$ cat src/shared/dldlc_pkg.sv
// Constants, field layout and carrier types for the dual-loop lock and divider block.
// Assumes one core clock; every pin input is synchronous to it.
// Behaviour
// [RQ1] First-loop lock rises after programmed count of in-window detector cycles; zero reserved.
// [RQ2] Second-loop lock counter increments on each in-window detector cycle. Code holds it at the target once the target is reached.
// [RQ3] Software programs the second-loop window code to 2 only.
// [RQ4] Doubler bit 1 feeds second-loop reference at twice the oscillator rate.
// [RQ5] Software uses second-loop reference divide of 1 only with the doubler.
// [RQ6] Second-loop polarity bit: 0 negative slope, 1 positive; internal VCO needs 0.
// [RQ7] Second-loop pump current codes give 100, 400, 1600, 3200 uA.
// [RQ8] Second-loop high-Z bit floats the second pump output whatever the current.
// [RQ9] Second-loop lock rises after programmed consecutive in-window cycles; zero reserved.
// [RQ10] First-loop polarity bit: 0 negative slope, 1 positive slope.
// [RQ11] First-loop pump current codes give 100, 200, 400, 1600 uA.
// [RQ12] First-loop high-Z bit floats the first pump output.
// [RQ13] Each clock input has a 2-bit pre-divider dividing by 1, 2, 4, 8.
// [RQ14] Pre-divider of the currently active input feeds the first-loop reference divider.
// [RQ15] First-loop reference divider divides by its 14-bit field value.
// [RQ16] Second-loop reference divider divides by its 12-bit field value.
// [RQ17] First-loop feedback divider divides by its field value.
// [RQ18] Software sets the oscillator range field before running VCO calibration.
// [RQ19] Range codes 0,1,2,4 mean up to 63, 127, 255, 400 MHz; 3 reserved.
// [RQ20] First-loop window codes select 5.5, 10, 18.6 or 40 ns.
// [RQ21] While write protect is set, writes to registers 0 to 30 are ignored.
// [RQ22] Out-of-window detector cycle clears lock counter and drops lock.

package dldlc_pkg;

    // ==========================================================
    // Serial word
    localparam int unsigned WORD_BITS = 32;
    localparam int unsigned ADDR_MSB  = 4;

    // ==========================================================
    // Register addresses
    localparam logic [4:0] ADDR_LOOP1_WINDOW   = 5'h18;
    localparam logic [4:0] ADDR_LOOP1_LOCK     = 5'h19;
    localparam logic [4:0] ADDR_LOOP2_LOCK_CP  = 5'h1a;
    localparam logic [4:0] ADDR_LOOP1_CP_RDIV  = 5'h1b;
    localparam logic [4:0] ADDR_LOOP2R_LOOP1N  = 5'h1c;
    localparam logic [4:0] ADDR_OSC_RANGE      = 5'h1d;
    localparam logic [4:0] ADDR_WRITE_PROTECT  = 5'h1f;

    // ==========================================================
    // Field positions
    localparam int unsigned LOOP1_WIN_LSB   = 6;
    localparam int unsigned DLD_CNT_LSB     = 6;
    localparam int unsigned LOOP2_WIN_LSB   = 30;
    localparam int unsigned DOUBLER_BIT     = 29;
    localparam int unsigned POL_BIT         = 28;
    localparam int unsigned CP_GAIN_LSB     = 26;
    localparam int unsigned TRI_BIT         = 5;
    localparam int unsigned PRE2_LSB        = 24;
    localparam int unsigned PRE1_LSB        = 22;
    localparam int unsigned PRE0_LSB        = 20;
    localparam int unsigned R1_LSB          = 6;
    localparam int unsigned R2_LSB          = 20;
    localparam int unsigned N1_LSB          = 6;
    localparam int unsigned OSC_RANGE_LSB   = 24;
    localparam int unsigned PROTECT_BIT     = 5;

    // ==========================================================
    // Values after reset
    localparam logic [31:0] RST_LOOP1_WINDOW  = 32'h0000_0000;
    localparam logic [31:0] RST_LOOP1_LOCK    = 32'h0000_0040;
    localparam logic [31:0] RST_LOOP2_LOCK_CP = 32'h8000_0040;
    localparam logic [31:0] RST_LOOP1_CP_RDIV = 32'h0000_0040;
    localparam logic [31:0] RST_LOOP2R_LOOP1N = 32'h0010_0040;
    localparam logic [31:0] RST_OSC_RANGE     = 32'h0000_0000;
    localparam logic       RST_PROTECT       = 1'b0;

    // ==========================================================
    // Carrier types
    typedef struct packed {
        logic        positive_slope;
        logic [11:0] current_ua;
        logic        drive_en;
    } dldlc_pump_t;

    typedef struct packed {
        logic [2:0] code;
        logic [8:0] max_mhz;
        logic       valid;
    } dldlc_osc_range_t;

endpackage

$ cat src/design/dldlc_core.sv
// Register file, reference/feedback dividers and digital lock detect of both loops.
// Assumes serial pins, clock inputs and window comparator flags are synchronous to core_clk_i.

`timescale 1ns/10ps
`default_nettype none

module dldlc_core (
    // Clock, reset, enable
    input  wire logic                      core_clk_i,
    input  wire logic                      rstn_i,
    input  wire logic                      ce_i,
    // Serial configuration pins
    input  wire logic                      ser_clk_i,
    input  wire logic                      ser_data_i,
    input  wire logic                      ser_latch_i,
    // Reference and oscillator clocks
    input  wire logic [2:0]                clk_in_i,
    input  wire logic [1:0]                active_input_i,
    input  wire logic                      oscillator_input_i,
    input  wire logic                      vcxo_fb_i,
    // Phase window comparators, one flag per window code
    input  wire logic [3:0]                loop1_in_window_i,
    input  wire logic [3:0]                loop2_in_window_i,
    // Detector strobes
    output logic                           first_loop_ref_pulse_o,
    output logic                           first_loop_fb_pulse_o,
    output logic                           second_loop_ref_pulse_o,
    // Lock and pump controls
    output logic                           first_loop_lock_o,
    output logic                           second_loop_lock_o,
    output dldlc_pkg::dldlc_pump_t         first_pump_output_o,
    output dldlc_pkg::dldlc_pump_t         second_pump_output_o,
    output dldlc_pkg::dldlc_osc_range_t    osc_input_freq_range_o,
    output logic                           config_write_protect_o
);

    // ==========================================================
    // Helpers
    function automatic logic [14:0] div_step(input logic [13:0] cnt, input logic [13:0] div);
        logic hit;
        hit = (div <= 14'h0001) || (cnt >= div - 14'h0001);
        return {hit, hit ? 14'h0000 : cnt + 14'h0001};
    endfunction

    function automatic logic [14:0] lock_step(input logic [13:0] cnt, input logic [13:0] tgt,
                                             input logic in_win);
        logic [13:0] nxt;
        // Clamp to target so a lowered target still locks
        nxt = !in_win ? 14'h0000 : (cnt < tgt) ? cnt + 14'h0001 : tgt;
        return {(tgt != 14'h0000) && (nxt == tgt), nxt};
    endfunction

    // ==========================================================
    // Serial shift and latch
    logic [31:0] shift_reg;
    logic        ser_clk_prev_reg;
    logic        latch_prev_reg;
    logic        wr_fire;
    logic [4:0]  wr_addr;
    logic        wr_allowed;

    assign wr_fire    = ce_i && ser_latch_i && !latch_prev_reg;
    assign wr_addr    = shift_reg[dldlc_pkg::ADDR_MSB:0];
    assign wr_allowed = wr_fire && (!config_write_protect_o
                        || wr_addr == dldlc_pkg::ADDR_WRITE_PROTECT); // RQ21

    always_ff @(posedge core_clk_i or negedge rstn_i) begin
        if (!rstn_i) begin
            shift_reg        <= 32'h0000_0000;
            ser_clk_prev_reg <= 1'b0;
            latch_prev_reg   <= 1'b0;
        end else if (ce_i) begin
            ser_clk_prev_reg <= ser_clk_i;
            latch_prev_reg   <= ser_latch_i;
            if (ser_clk_i && !ser_clk_prev_reg && !ser_latch_i) begin
                shift_reg <= {shift_reg[30:0], ser_data_i};
            end
        end
    end

    // ==========================================================
    // Configuration registers
    logic [31:0] loop1_window_reg;
    logic [31:0] loop1_lock_reg;
    logic [31:0] loop2_lock_cp_reg;
    logic [31:0] loop1_cp_rdiv_reg;
    logic [31:0] loop2r_loop1n_reg;
    logic [31:0] osc_range_reg;
    logic        protect_reg;

    always_ff @(posedge core_clk_i or negedge rstn_i) begin
        if (!rstn_i) begin
            loop1_window_reg  <= dldlc_pkg::RST_LOOP1_WINDOW;
            loop1_lock_reg    <= dldlc_pkg::RST_LOOP1_LOCK;
            loop2_lock_cp_reg <= dldlc_pkg::RST_LOOP2_LOCK_CP;
            loop1_cp_rdiv_reg <= dldlc_pkg::RST_LOOP1_CP_RDIV;
            loop2r_loop1n_reg <= dldlc_pkg::RST_LOOP2R_LOOP1N;
            osc_range_reg     <= dldlc_pkg::RST_OSC_RANGE;
            protect_reg       <= dldlc_pkg::RST_PROTECT;
        end else if (wr_allowed) begin // RQ21
            case (wr_addr)
                dldlc_pkg::ADDR_LOOP1_WINDOW:  loop1_window_reg  <= shift_reg;
                dldlc_pkg::ADDR_LOOP1_LOCK:    loop1_lock_reg    <= shift_reg;
                dldlc_pkg::ADDR_LOOP2_LOCK_CP: loop2_lock_cp_reg <= shift_reg;
                dldlc_pkg::ADDR_LOOP1_CP_RDIV: loop1_cp_rdiv_reg <= shift_reg;
                dldlc_pkg::ADDR_LOOP2R_LOOP1N: loop2r_loop1n_reg <= shift_reg;
                dldlc_pkg::ADDR_OSC_RANGE:     osc_range_reg     <= shift_reg;
                dldlc_pkg::ADDR_WRITE_PROTECT: protect_reg       <= shift_reg[dldlc_pkg::PROTECT_BIT];
                default: begin
                end
            endcase
        end
    end

    assign config_write_protect_o = protect_reg;

    // ==========================================================
    // Field views
    logic [1:0]  win1_code;
    logic [1:0]  win2_code;
    logic [13:0] tgt1;
    logic [13:0] tgt2;
    logic [13:0] r1_div;
    logic [13:0] r2_div;
    logic [13:0] n1_div;
    logic [1:0]  pre_code;
    logic        doubler;

    assign win1_code = loop1_window_reg[dldlc_pkg::LOOP1_WIN_LSB +: 2];
    assign win2_code = loop2_lock_cp_reg[dldlc_pkg::LOOP2_WIN_LSB +: 2];
    assign tgt1      = loop1_lock_reg[dldlc_pkg::DLD_CNT_LSB +: 14];
    assign tgt2      = loop2_lock_cp_reg[dldlc_pkg::DLD_CNT_LSB +: 14];
    assign r1_div    = loop1_cp_rdiv_reg[dldlc_pkg::R1_LSB +: 14];
    assign r2_div    = {2'b00, loop2r_loop1n_reg[dldlc_pkg::R2_LSB +: 12]};
    assign n1_div    = loop2r_loop1n_reg[dldlc_pkg::N1_LSB +: 14];
    assign doubler   = loop2_lock_cp_reg[dldlc_pkg::DOUBLER_BIT];

    always_comb begin
        case (active_input_i) // RQ14
            2'd0:    pre_code = loop1_cp_rdiv_reg[dldlc_pkg::PRE0_LSB +: 2]; // RQ13
            2'd1:    pre_code = loop1_cp_rdiv_reg[dldlc_pkg::PRE1_LSB +: 2];
            2'd2:    pre_code = loop1_cp_rdiv_reg[dldlc_pkg::PRE2_LSB +: 2];
            default: pre_code = 2'd0;
        endcase
    end

    // ==========================================================
    // Edge detection of clock pins
    logic [2:0] clk_in_prev_reg;
    logic [1:0] active_prev_reg;
    logic       osc_prev_reg;
    logic       vcxo_prev_reg;
    logic       ref_edge;
    logic       osc_tick;
    logic       vcxo_edge;

    assign ref_edge  = (active_input_i != 2'd3)
                       && clk_in_i[active_input_i] && !clk_in_prev_reg[active_input_i];
    assign osc_tick  = doubler ? (oscillator_input_i ^ osc_prev_reg)
                               : (oscillator_input_i && !osc_prev_reg); // RQ4
    assign vcxo_edge = vcxo_fb_i && !vcxo_prev_reg;

    always_ff @(posedge core_clk_i or negedge rstn_i) begin
        if (!rstn_i) begin
            clk_in_prev_reg <= 3'b000;
            active_prev_reg <= 2'd0;
            osc_prev_reg    <= 1'b0;
            vcxo_prev_reg   <= 1'b0;
        end else if (ce_i) begin
            clk_in_prev_reg <= clk_in_i;
            active_prev_reg <= active_input_i;
            osc_prev_reg    <= oscillator_input_i;
            vcxo_prev_reg   <= vcxo_fb_i;
        end
    end

    // ==========================================================
    // Pre-divider and first-loop reference divider
    logic [2:0]  pre_cnt_reg;
    logic        pre_pulse;
    logic [14:0] r1_step;
    logic [13:0] r1_cnt_reg;

    assign pre_pulse = ref_edge && (pre_cnt_reg >= (3'd1 << pre_code) - 3'd1); // RQ13
    assign r1_step   = div_step(r1_cnt_reg, r1_div);

    always_ff @(posedge core_clk_i or negedge rstn_i) begin
        if (!rstn_i) begin
            pre_cnt_reg            <= 3'd0;
            r1_cnt_reg             <= 14'h0000;
            first_loop_ref_pulse_o <= 1'b0;
        end else if (ce_i) begin
            first_loop_ref_pulse_o <= pre_pulse && r1_step[14]; // RQ15
            if (active_input_i != active_prev_reg) begin
                pre_cnt_reg <= 3'd0; // RQ14
            end else if (ref_edge) begin
                pre_cnt_reg <= pre_pulse ? 3'd0 : pre_cnt_reg + 3'd1;
            end
            if (pre_pulse) begin
                r1_cnt_reg <= r1_step[13:0]; // RQ15
            end
        end
    end

    // ==========================================================
    // First-loop feedback and second-loop reference dividers
    logic [14:0] n1_step;
    logic [14:0] r2_step;
    logic [13:0] n1_cnt_reg;
    logic [13:0] r2_cnt_reg;

    assign n1_step = div_step(n1_cnt_reg, n1_div);
    assign r2_step = div_step(r2_cnt_reg, r2_div);

    always_ff @(posedge core_clk_i or negedge rstn_i) begin
        if (!rstn_i) begin
            n1_cnt_reg              <= 14'h0000;
            r2_cnt_reg              <= 14'h0000;
            first_loop_fb_pulse_o   <= 1'b0;
            second_loop_ref_pulse_o <= 1'b0;
        end else if (ce_i) begin
            first_loop_fb_pulse_o   <= vcxo_edge && n1_step[14]; // RQ17
            second_loop_ref_pulse_o <= osc_tick && r2_step[14]; // RQ16
            if (vcxo_edge) begin
                n1_cnt_reg <= n1_step[13:0];
            end
            if (osc_tick) begin
                r2_cnt_reg <= r2_step[13:0];
            end
        end
    end

    // ==========================================================
    // Digital lock detect
    logic        win1_ok;
    logic        win2_ok;
    logic [14:0] lk1_step;
    logic [14:0] lk2_step;
    logic [13:0] lk1_cnt_reg;
    logic [13:0] lk2_cnt_reg;

    assign win1_ok  = loop1_in_window_i[win1_code]; // RQ20
    assign win2_ok  = loop2_in_window_i[win2_code]; // RQ3
    assign lk1_step = lock_step(lk1_cnt_reg, tgt1, win1_ok);
    assign lk2_step = lock_step(lk2_cnt_reg, tgt2, win2_ok);

    always_ff @(posedge core_clk_i or negedge rstn_i) begin
        if (!rstn_i) begin
            lk1_cnt_reg       <= 14'h0000;
            first_loop_lock_o <= 1'b0;
        end else if (ce_i && first_loop_ref_pulse_o) begin
            lk1_cnt_reg       <= lk1_step[13:0]; // RQ20 RQ22
            first_loop_lock_o <= lk1_step[14]; // RQ1
        end
    end

    always_ff @(posedge core_clk_i or negedge rstn_i) begin
        if (!rstn_i) begin
            lk2_cnt_reg        <= 14'h0000;
            second_loop_lock_o <= 1'b0;
        end else if (ce_i && second_loop_ref_pulse_o) begin
            lk2_cnt_reg        <= lk2_step[13:0]; // RQ2 RQ22
            second_loop_lock_o <= lk2_step[14]; // RQ9
        end
    end

    // ==========================================================
    // Pump controls and oscillator range
    always_comb begin
        first_pump_output_o.positive_slope  = loop1_cp_rdiv_reg[dldlc_pkg::POL_BIT]; // RQ10
        first_pump_output_o.drive_en        = !loop1_cp_rdiv_reg[dldlc_pkg::TRI_BIT]; // RQ12
        case (loop1_cp_rdiv_reg[dldlc_pkg::CP_GAIN_LSB +: 2]) // RQ11
            2'd0:    first_pump_output_o.current_ua = 12'd100;
            2'd1:    first_pump_output_o.current_ua = 12'd200;
            2'd2:    first_pump_output_o.current_ua = 12'd400;
            default: first_pump_output_o.current_ua = 12'd1600;
        endcase
        second_pump_output_o.positive_slope = loop2_lock_cp_reg[dldlc_pkg::POL_BIT]; // RQ6
        second_pump_output_o.drive_en       = !loop2_lock_cp_reg[dldlc_pkg::TRI_BIT]; // RQ8
        case (loop2_lock_cp_reg[dldlc_pkg::CP_GAIN_LSB +: 2]) // RQ7
            2'd0:    second_pump_output_o.current_ua = 12'd100;
            2'd1:    second_pump_output_o.current_ua = 12'd400;
            2'd2:    second_pump_output_o.current_ua = 12'd1600;
            default: second_pump_output_o.current_ua = 12'd3200;
        endcase
        osc_input_freq_range_o.code = osc_range_reg[dldlc_pkg::OSC_RANGE_LSB +: 3];
        osc_input_freq_range_o.valid = 1'b1;
        case (osc_input_freq_range_o.code) // RQ19
            3'd0:    osc_input_freq_range_o.max_mhz = 9'd63;
            3'd1:    osc_input_freq_range_o.max_mhz = 9'd127;
            3'd2:    osc_input_freq_range_o.max_mhz = 9'd255;
            3'd4:    osc_input_freq_range_o.max_mhz = 9'd400;
            default: begin
                osc_input_freq_range_o.max_mhz = 9'd0;
                osc_input_freq_range_o.valid   = 1'b0;
            end
        endcase
    end
endmodule

`default_nettype wire

$ cat config.mk
export PLATFORM = sky130hd
export DESIGN_NAME = dldlc_core
export DESIGN_NICKNAME = d
export VERILOG_FILES = /design/src/shared/dldlc_pkg.sv /design/src/design/dldlc_core.sv
export SDC_FILE = /design/constraint.sdc
export NUM_CORES = 1
export LEC_CHECK = 0
export BUFFER_PORTS_ARGS = -buffer_cell sky130_fd_sc_hd__clkbuf_2
export CAP_MARGIN = 5
export CORE_MARGIN = 2
export CORE_UTILIZATION = 60
export CTS_CLUSTER_DIAMETER = 200
export DETAILED_ROUTE_END_ITERATION = 6
export HOLD_SLACK_MARGIN = 0.05
export PLACE_DENSITY = 0.78
export SYNTH_ARGS = -nofsm -noshare
export SYNTH_HDL_FRONTEND = slang
export SYNTH_SLANG_ARGS = --single-unit
$ cat constraint.sdc
create_clock -name core_clk_i -period 3.8 [get_ports core_clk_i]
set_clock_uncertainty 0.05 [all_clocks]
set_input_delay 0.57 -clock core_clk_i [delete_from_list [all_inputs] [get_ports core_clk_i]]
set_output_delay 0.57 -clock core_clk_i [all_outputs]
set_load 0.05 [all_outputs]
==> results of run 1 <==
==> kinds of logic after synthesis <==
group	after synthesis	share of synthesized area (%)
buffers and inverters	138	4.785
AO/OA/AOI/OAI	253	12.92
XOR/XNOR	85	6.004
adder cells (fa/ha/maj)	89	8.891
multiplexers	117	10.43
AND/OR/NAND/NOR	379	14.93
other	1	0.02994
flip-flops	210	42.02
==> worst max-delay path: cells and delay by family, from the launching register on <==
family	cells	cell delay [ps]
XOR/XNOR	1	140
AO/OA/AOI/OAI	5	950
flip-flops	1	440
AND/OR/NAND/NOR	5	1480
adder cells (fa/ha/maj)	1	280
==> layout by cell type, fill, tap and decap left out, drive strengths merged, types with 5 or more instances in the layout <==
cell / count
o221ai: 6
nand3: 33
and2: 6
nand2: 105
ha: 89
dfrtp: 204
o2bb2ai: 13
mux2i: 18
clkbuf: 89
nand3b: 8
a21oi: 54
a221oi: 5
or3: 5
clkinv: 5
o21ai: 88
mux2: 98
dfstp: 6
nor4: 22
xnor2: 59
nor3: 28
nor3b: 7
nand4: 24
nor2b: 8
a21o: 18
nor2: 96
o211ai: 8
xor2: 26
o22ai: 12
inv: 82
nand2b: 8
a31oi: 12
conb: 6
buf: 16
or4: 8
o31a: 6
and3: 10
==> power by group through the flow <==
stage / registers, mW / clock network [mW] / logic, mW
floorplan: 2.56 / 0 / 0.580
global placement: 2.61 / 0 / 0.747
detailed placement: 2.62 / 0 / 0.772
CTS: 2.58 / 2.45 / 0.778
global route: 2.61 / 2.55 / 0.890
finish: 2.59 / 2.41 / 0.779
==> area by class of cell <==
class | instances | share of cell area [%]
clock buffers | 28 | 4.492
flip-flops and latches | 210 | 37.86
repair buffers | 77 | 3.304
well taps | 270 | 2.430
multi-input cells | 929 | 48.29
clock inverters | 14 | 1.431
inverters | 81 | 2.187
==> final timing paths <==
check	cells after the start	end	start
max	12	r1_cnt_reg[7]$_DFFE_PN0P_	loop1_cp_rdiv_reg[8]$_DFFE_PN0P_
min	1	r1_cnt_reg[4]$_DFFE_PN0P_	rstn_i
max reg2reg	12	r1_cnt_reg[7]$_DFFE_PN0P_	loop1_cp_rdiv_reg[8]$_DFFE_PN0P_
min reg2reg	1	clk_in_prev_reg[2]$_DFFE_PN0P_	clk_in_prev_reg[2]$_DFFE_PN0P_
max in group asynchronous	2	loop1_lock_reg[6]$_DFFE_PN1P_	rstn_i
min in group core_clk_i	2	shift_reg[0]$_DFFE_PN0P_	ser_data_i
==> stage by stage <==
| step | std cells | setup slack, ps | power (mW) | utilization, % |
|---|---|---|---|---|
| finish | 1609 | 387.6 | 5.775 | 68.25 |
| global route | 1609 | 101.5 | 6.044 | 68.25 |
| CTS | 1609 | 269.1 | 5.808 | 68.21 |
| detailed placement | 1567 | 294.9 | 3.388 | 64.17 |
| global placement | 1567 | 414.5 | 3.361 | 64.17 |
| floorplan | 1277 | 605.4 | 3.141 | - |
==> layer usage <==
| layer | wire length [µm] | track usage (%) |
|---|---|---|
| met1 | 12820 | 36.61 |
| met2 | 13680 | 43.73 |
| met3 | 1624 | 4.387 |
| met4 | 835 | 8.524 |
| met5 | 0 | 0 |
==> timing repair <==
item	CTS	global route
gates resized for setup	0	2
setup endpoints to repair	0	8
hold buffers	0	0
==> impl_metrics.ini, run 1 <==
[layout]
antenna_cells = 0
synthToLayoutAreaGrowth_pct = 10.98
multiInputGateArea_um2 = 6713
largest_reg_flops = 32
drive_above_1_share_pct = 18.67
fill_cells = 1473
final_area_um2 = 13900
fin_nets = 1432
regArea_um2 = 5263

[synthesis]
ys.flop_type = dfrtp_1
synth_edf_count = 0
seq_area_frac_synth_pct = 42.02
yosysWarningCount = 0
ys_seq_elements = 210
ys_async_sr_fraction_pct = 100.0
synth_area_leaders = dfrtp_1 41%, ha_1 8.9%, mux2_2 8.8%
yosysUniqueCellTypes = 72
synth_commonest_cells = 204 x dfrtp_1, 105 x nand2_1, 98 x mux2_2, 95 x nor2_1, 89 x ha_1
synth.avg_cell_area_um2 = 9.846
synth.most_common_cell = dfrtp_1
synth_top_area_share_pct = 40.76
syn_inst = 1272
yosys.area.top_type = dfrtp_1
netlist_area_um2 = 12520

[timing]
setup_viol = 0
tns_ps = 0
final-hold-violation-count = 0
worst_pin_slew_ps = 787.3
period_share_pct = 89.80
maxSlewViolCount = 0
period_needed_ps = 3412
max_freq_ghz = 0.2931
whs_ps = 94.20
rsz0062_at_grt = false
slew_headroom_pct = 47.51

[floorplan]
core_area_um2 = 20360
num_rows = 52
start_util_pct = 61.50
die_w_um = 148.5
dieArea_um2 = 22050
dieHeight_um = 148.5
ios = 68

[worst_setup_path]
critPathRequiredTime_ps = 4190
end_kind = flop
cp_max_fo = 5
crit_type = flop to flop
slowest_stage = dfrtp_1
crit_path_frequent_cell = or3_1
crit_arrival_ps = 3800
cpPeakStageDelay_ps = 440
ff2ff_setup_slack_ps = 390
path_cells = nor4_2 > nand2_1 > nor2_1 > xnor2_1 > ha_1 > a21bo_2 > a21o_1 > a221oi_1 > o2111ai_2 > or3_1 > or3_1 > o21ai_0
startpoint_type = flop

[run]
max-cap-violations = 0

[power_and_ir_drop]
p_switching_mw = 1.633
internal_power_mw = 4.143
ir_drop_mv = 0.2951
p_seq_share_pct = 44.8
p_comb_share_pct = 13.5
p_leak_nw = 6.725
pwr-share-clk_pct = 41.7
p_per_area_nw_per_um2 = 415.5
switching_share_pct = 28.27

[place]
io_buffer_count = 61
gp_congestion = 0.9480
dp_hpwl_um = 20360
post_dp_cell_area_um2 = 13070

[global_route]
antenna_found_initial = 0
grt_max_degree = 99
grt_pass1_wl_um = 48380
track_usage_pct = 26.70
grt_pass1_vias = 9574
grt_overflow = 0

[clock_tree]
cts_root_buf = clkbuf_16
clk_pin_slew_ps = 60
cts_made_buffers = 23
cts.sinks = 210
h-tree-depth = 1
clk_latency_ps = 530
clock_path_buffers = 3
cts_setup_buffers = 0
cts_tree = yes

[outcome]
status = finished clean

[drt]
vias_per_cell = 6.111
first_pass_iters = 5
drtIter0Drc = 816
num_vias = 9832
drt-total-wl_um = 28960
drtAntennaViolNets = 0
drc_errors = 0
wl_per_cell_um = 18.00

[min_path]
hold_class = primary input to async pin
(Power assumes the default switching activity.)
==> inputs of run 2 (changes only) <==
CELL_PAD_IN_SITES_DETAIL_PLACEMENT = 1   (was not set)
CELL_PAD_IN_SITES_GLOBAL_PLACEMENT = 1   (was not set)
CORE_UTILIZATION = 44   (was 60)
PLACE_DENSITY = not set   (was 0.78)
PLACE_DENSITY_LB_ADDON = 0.1   (was not set)
clock period = 3.1 ns   (was 3.8 ns; I/O delays follow)
==> run 2 against run 1 <==
  * Clock power is 44% higher
  * Sequential share of layout area fell by 2.3 points
  * Critical path depth is the same
  * Flip-flop and latch count stayed put
  * Sequential power rose by 22%
  * Worst hold slack better by 21 ps
  * Global-route usage fell by 4.4 points
  * Critical path type unchanged
  * Largest cell class unchanged
  * Largest power group is now the clock network
==> impl_metrics.ini, run 2 (synthesized netlist as in run 1, its figures left out) <==
[place]
dpl.cell_count = 1715
gp_congestion = 0.8602
dp_hpwl_um = 24030
post_dp_cell_area_um2 = 13550
io_buffer_count = 61

[floorplan]
core_area_um2 = 27930
dieArea_um2 = 29830
ios = 68
num_rows = 61
dieHeight_um = 172.7
die_w_um = 172.7
start_util_pct = 44.84

[drt]
drc_errors = 0
vias_per_cell = 5.588
wl_per_cell_um = 19.10
first_pass_iters = 5
drt-total-wl_um = 33770
drtAntennaViolNets = 0
num_vias = 9879
drtIter0Drc = 517

[clock_tree]
cts_made_buffers = 26
clk_pin_slew_ps = 60
cts.sinks = 210
cts_tree = yes
cts_root_buf = clkbuf_16
clk_latency_ps = 540
h-tree-depth = 1
clock_path_buffers = 3

[layout]
largest_reg_flops = 32
fin_nets = 1480
antenna_cells = 0
fin_cells = 1768
layout_common_cells = 203 x dfrtp_1, 104 x nand2_1, 98 x mux2_2
synthToLayoutAreaGrowth_pct = 18.09
final_area_um2 = 14790
fill_cells = 3143
layout_commonest_cell = dfrtp_1
drive_above_1_share_pct = 23.88

[global_route]
grt_max_degree = 79
grt_overflow = 0
track_usage_pct = 22.34
grt_pass1_wl_um = 55270
antenna_found_initial = 0
grt_pass1_vias = 10300

[run]
max-cap-violations = 0

[power_and_ir_drop]
switching_share_pct = 27.54
internal_power_mw = 5.633
p_seq_share_pct = 40.8
ir_drop_mv = 0.5607
p_leak_nw = 7.117
pwr-share-clk_pct = 44.6
p_comb_share_pct = 14.6
p_switching_mw = 2.140
p_per_area_nw_per_um2 = 525.6

[worst_setup_path]
startpoint_type = flop
crit_type = flop to flop
worstReg2RegEnd = r1_cnt_reg[7]$_DFFE_PN0P_
r2r_start = loop1_cp_rdiv_reg[11]$_DFFE_PN0P_
cp_max_fo = 3
r2r_cells = 12
crit_arrival_ps = 3490
end_kind = flop
critPathRequiredTime_ps = 3500
ff2ff_setup_slack_ps = 9

[outcome]
status = finished clean

[timing]
final-hold-violation-count = 0
rsz0062_at_grt = true
period_needed_ps = 3091
period_share_pct = 99.70
setup_viol = 0
worst_pin_slew_ps = 630.2
maxSlewViolCount = 0
max_freq_ghz = 0.3236
slew_headroom_pct = 57.60

[min_path]
hp-start = oscillator_input_i
hold_path_end = osc_prev_reg$_DFFE_PN0P_
hold_class = primary input to flop
min_path_cells = 3
==> run 2: stage by stage <==
| stage | TNS, ps | utilization, % | worst slack [ps] | hold slack, ps | power, mW |
|---|---|---|---|---|---|
| after floorplan | -21.64 | - | -21.64 | 119.4 | 3.850 |
| after global placement | -59.68 | 48.52 | -45.90 | 360.0 | 4.255 |
| after detailed placement | -543.8 | 48.52 | -150.0 | 358.3 | 4.303 |
| after CTS | -22.54 | 52.21 | -22.54 | 94.49 | 7.837 |
| after global routing | -2035 | 52.95 | -244.5 | 121.3 | 8.122 |
| final | 0 | 52.95 | 9.452 | 115.1 | 7.773 |
==> run 2: worst max-delay path by stage <==
stage	to	startpoint
detailed placement	r1_cnt_reg[7]$_DFFE_PN0P_	loop1_cp_rdiv_reg[8]$_DFFE_PN0P_
floorplan	r1_cnt_reg[7]$_DFFE_PN0P_	loop1_cp_rdiv_reg[8]$_DFFE_PN0P_
CTS	r1_cnt_reg[7]$_DFFE_PN0P_	loop1_cp_rdiv_reg[8]$_DFFE_PN0P_
global placement	r1_cnt_reg[7]$_DFFE_PN0P_	loop1_cp_rdiv_reg[8]$_DFFE_PN0P_
global route	r1_cnt_reg[7]$_DFFE_PN0P_	loop1_cp_rdiv_reg[11]$_DFFE_PN0P_
finish	r1_cnt_reg[7]$_DFFE_PN0P_	loop1_cp_rdiv_reg[11]$_DFFE_PN0P_
==> run 2: area by class of cell <==
class | instances | area [µm²] | share of cell area (%)
Multi-Input combinational cell | 929 | 6927 | 46.83
Sequential cell | 210 | 5264 | 35.59
Timing Repair Buffer | 122 | 838.3 | 5.668
Clock buffer | 33 | 728.2 | 4.923
Tap cell | 378 | 473.0 | 3.198
Inverter | 81 | 304.0 | 2.056
Clock inverter | 15 | 256.5 | 1.734
==> run 2: power groups by stage <==
stage	Sequential [mW]	Clock (mW)	Combinational [mW]
final	3.17	3.47	1.14
after CTS	3.17	3.55	1.12
after global placement	3.21	0	1.05
after global routing	3.20	3.65	1.27
after detailed placement	3.21	0	1.09
after floorplan	3.14	0	0.711
==> run 2: what timing repair did <==
item / 4_1_cts / 5_1_grt
endpoints found under the setup margin: 24 / 45
hold buffers: 1 / 0
gates cloned: 0 / 0
setup buffers: 0 / 5
gates resized for setup: 6 / 43
endpoints found under the hold margin: 48 / 0
pin swaps: 0 / 23
==> run 2: worst max-delay path: stages, from the launching register on <==
cell and delay, ps:
dfrtp_2 440, nor4_4 310, nand2_1 120, nor2_2 130, xnor2_1 80, ha_1 310, a21bo_2 200, a21o_1 170
a221oi_2 260, o2111ai_2 150, or3_4 420, or3_1 310, o21ai_1 80
==> run 2: layer usage <==
layer  GRT usage [%]  up-vias  share of wire, %
li1                -     4726                 -
met1           30.39     4977                46
met2           38.34      134                49
met3           2.551       42               3.4
met4           5.191        0               2.0
met5               0        -                 0
==> inputs of run 3 (changes only) <==
MAX_ROUTING_LAYER = met4   (was not set)
==> run 3 against run 2 <==
  * Worst hold slack lost 1.9 ps
  * Global-route usage grew 0.70 points
  * Maximum frequency shrank 0.10%
  * Sequential power is essentially flat
  * Register-to-register slack is essentially flat
  * First-iteration DRC count grew 17%
  * Combinational power is essentially flat
  * Worst setup slack lost 3.1 ps
  * Die area is the same
  * Critical endpoint unchanged
  * Largest cell class unchanged
==> impl_metrics.ini, run 3 (synthesized netlist as in run 1, its figures left out) <==
[global_route]
grt_overflow = 0
antenna_found_initial = 0
grt_max_degree = 79
grt_pass1_wl_um = 55260
track_usage_pct = 23.04
grt_pass1_vias = 10300

[drt]
drc_errors = 0
vias_per_cell = 5.583
first_pass_iters = 5
drtAntennaViolNets = 0
wl_per_cell_um = 19.11
num_vias = 9870
drt-total-wl_um = 33790
drtIter0Drc = 606

[place]
io_buffer_count = 61
dp_slack_ps = -150.0
dp_hpwl_um = 24030
dpl.cell_count = 1715
gp_congestion = 0.8741

[power_and_ir_drop]
ir_drop_mv = 0.5607
p_leak_nw = 7.117
p_per_area_nw_per_um2 = 525.7
p_total_mw = 7.775

[worst_setup_path]
crit_type = flop to flop
cp_max_fo = 3
path_cells = nor4_4 > nand2_1 > nor2_2 > xnor2_1 > ha_1 > a21bo_2 > a21o_1 > a221oi_2 > o2111ai_2 > or3_4 > or3_1 > o21ai_1
r2r_start = loop1_cp_rdiv_reg[11]$_DFFE_PN0P_
startpoint_type = flop
critPathLaunch = loop1_cp_rdiv_reg[11]$_DFFE_PN0P_
critPathRequiredTime_ps = 3500
crit_arrival_ps = 3500
slowest_stage = dfrtp_2
cpPeakStageDelay_ps = 440
end_kind = flop

[layout]
largest_reg_flops = 32
fill_cells = 3143
antenna_cells = 0
layout_commonest_cell = dfrtp_1
fin_util_pct = 52.95
drive_above_1_share_pct = 23.88
regArea_um2 = 5264
multiInputGateArea_um2 = 6927
fin_nets = 1480
synthToLayoutAreaGrowth_pct = 18.09
layout_common_cells = 203 x dfrtp_1, 104 x nand2_1, 98 x mux2_2
fin_cells = 1768

[clock_tree]
clk_latency_ps = 540
cts_made_buffers = 26
cts_tree = yes
h-tree-depth = 1
clk_pin_slew_ps = 60
clock_path_buffers = 3
cts.sinks = 210
cts_root_buf = clkbuf_16

[timing]
period_needed_ps = 3094
setup_viol = 0
period_share_pct = 99.80
max_freq_ghz = 0.3232
slew_headroom_pct = 58.28
worst_slack_ps = 6.319
worst_pin_slew_ps = 620.0
maxSlewViolCount = 0
final-hold-violation-count = 0
rsz0062_at_grt = true
whs_ps = 113.3

[floorplan]
dieHeight_um = 172.7
num_rows = 61
dieArea_um2 = 29830
core_area_um2 = 27930
ios = 68
die_w_um = 172.7
start_util_pct = 44.84

[run]
max-cap-violations = 0

[min_path]
hold_class = primary input to flop
hp-start = oscillator_input_i

[outcome]
status = finished clean
[run 3: cell counts in the layout (fill, tap and decap cells not counted)]
Identical to the previous run, type by type.
[run 3: area by class of cell]
cell class | count | area share, %
clock buffers | 33 | 4.923
inverters | 81 | 2.056
multi-input cells | 929 | 46.83
clock inverters | 15 | 1.734
well taps | 378 | 3.198
repair buffers | 122 | 5.668
flip-flops and latches | 210 | 35.59
[run 3: path summary, 6_finish.rpt]
check | to | slack [ps] | depth (start not counted)
worst max-delay path | r1_cnt_reg[7]$_DFFE_PN0P_ | 6 | 12
worst min-delay path | osc_prev_reg$_DFFE_PN0P_ | 110 | 3
worst max register to register | r1_cnt_reg[7]$_DFFE_PN0P_ | 6 | 12
worst min register to register | second_loop_lock_o$_DFFE_PN0P_ | 450 | 1
max in group asynchronous | loop1_lock_reg[6]$_DFFE_PN1P_ | 1740 | 3
min in group asynchronous | n1_cnt_reg[10]$_DFFE_PN0P_ | 400 | 2
[run 3: critical path: cells and delay by family, from the launching register on]
family / cells / cell delay, ps
AND/OR/NAND/NOR: 5 / 1290
AO/OA/AOI/OAI: 5 / 860
flip-flops: 1 / 440
adder cells (fa/ha/maj): 1 / 310
XOR/XNOR: 1 / 80
[run 3: repair_timing]
item / in CTS / in global routing
gates resized for setup: 6 / 43
hold buffers: 1 / 0
gates cloned: 0 / 0
endpoints found under the hold margin: 48 / 0
pin swaps: 0 / 23
setup endpoints to repair: 24 / 45
buffers inserted: 0 / 5
[run 3: routing by layer]
| metal | share of wire [%] | up-vias | track usage, % |
|---|---|---|---|
| li1 | - | 4726 | - |
| met2 | 49 | 148 | 38.40 |
| met4 | 2.0 | 0 | 5.191 |
| met1 | 46 | 4954 | 30.42 |
| met5 | 0 | - | - |
| met3 | 3.6 | 42 | 2.485 |
[run 3: report_power, final]
group	internal, mW	switching (mW)
clock	2.24	1.23
combinational	0.486	0.652
sequential	2.91	0.261
total	5.63	2.14
[run 3: stage by stage]
step	TNS [ps]	cell area, µm²
after floorplan	-21.64	12560
after global placement	-59.68	13550
after detailed placement	-543.8	13550
after CTS	-22.54	14590
after global routing	-2033	14790
final	0	14790
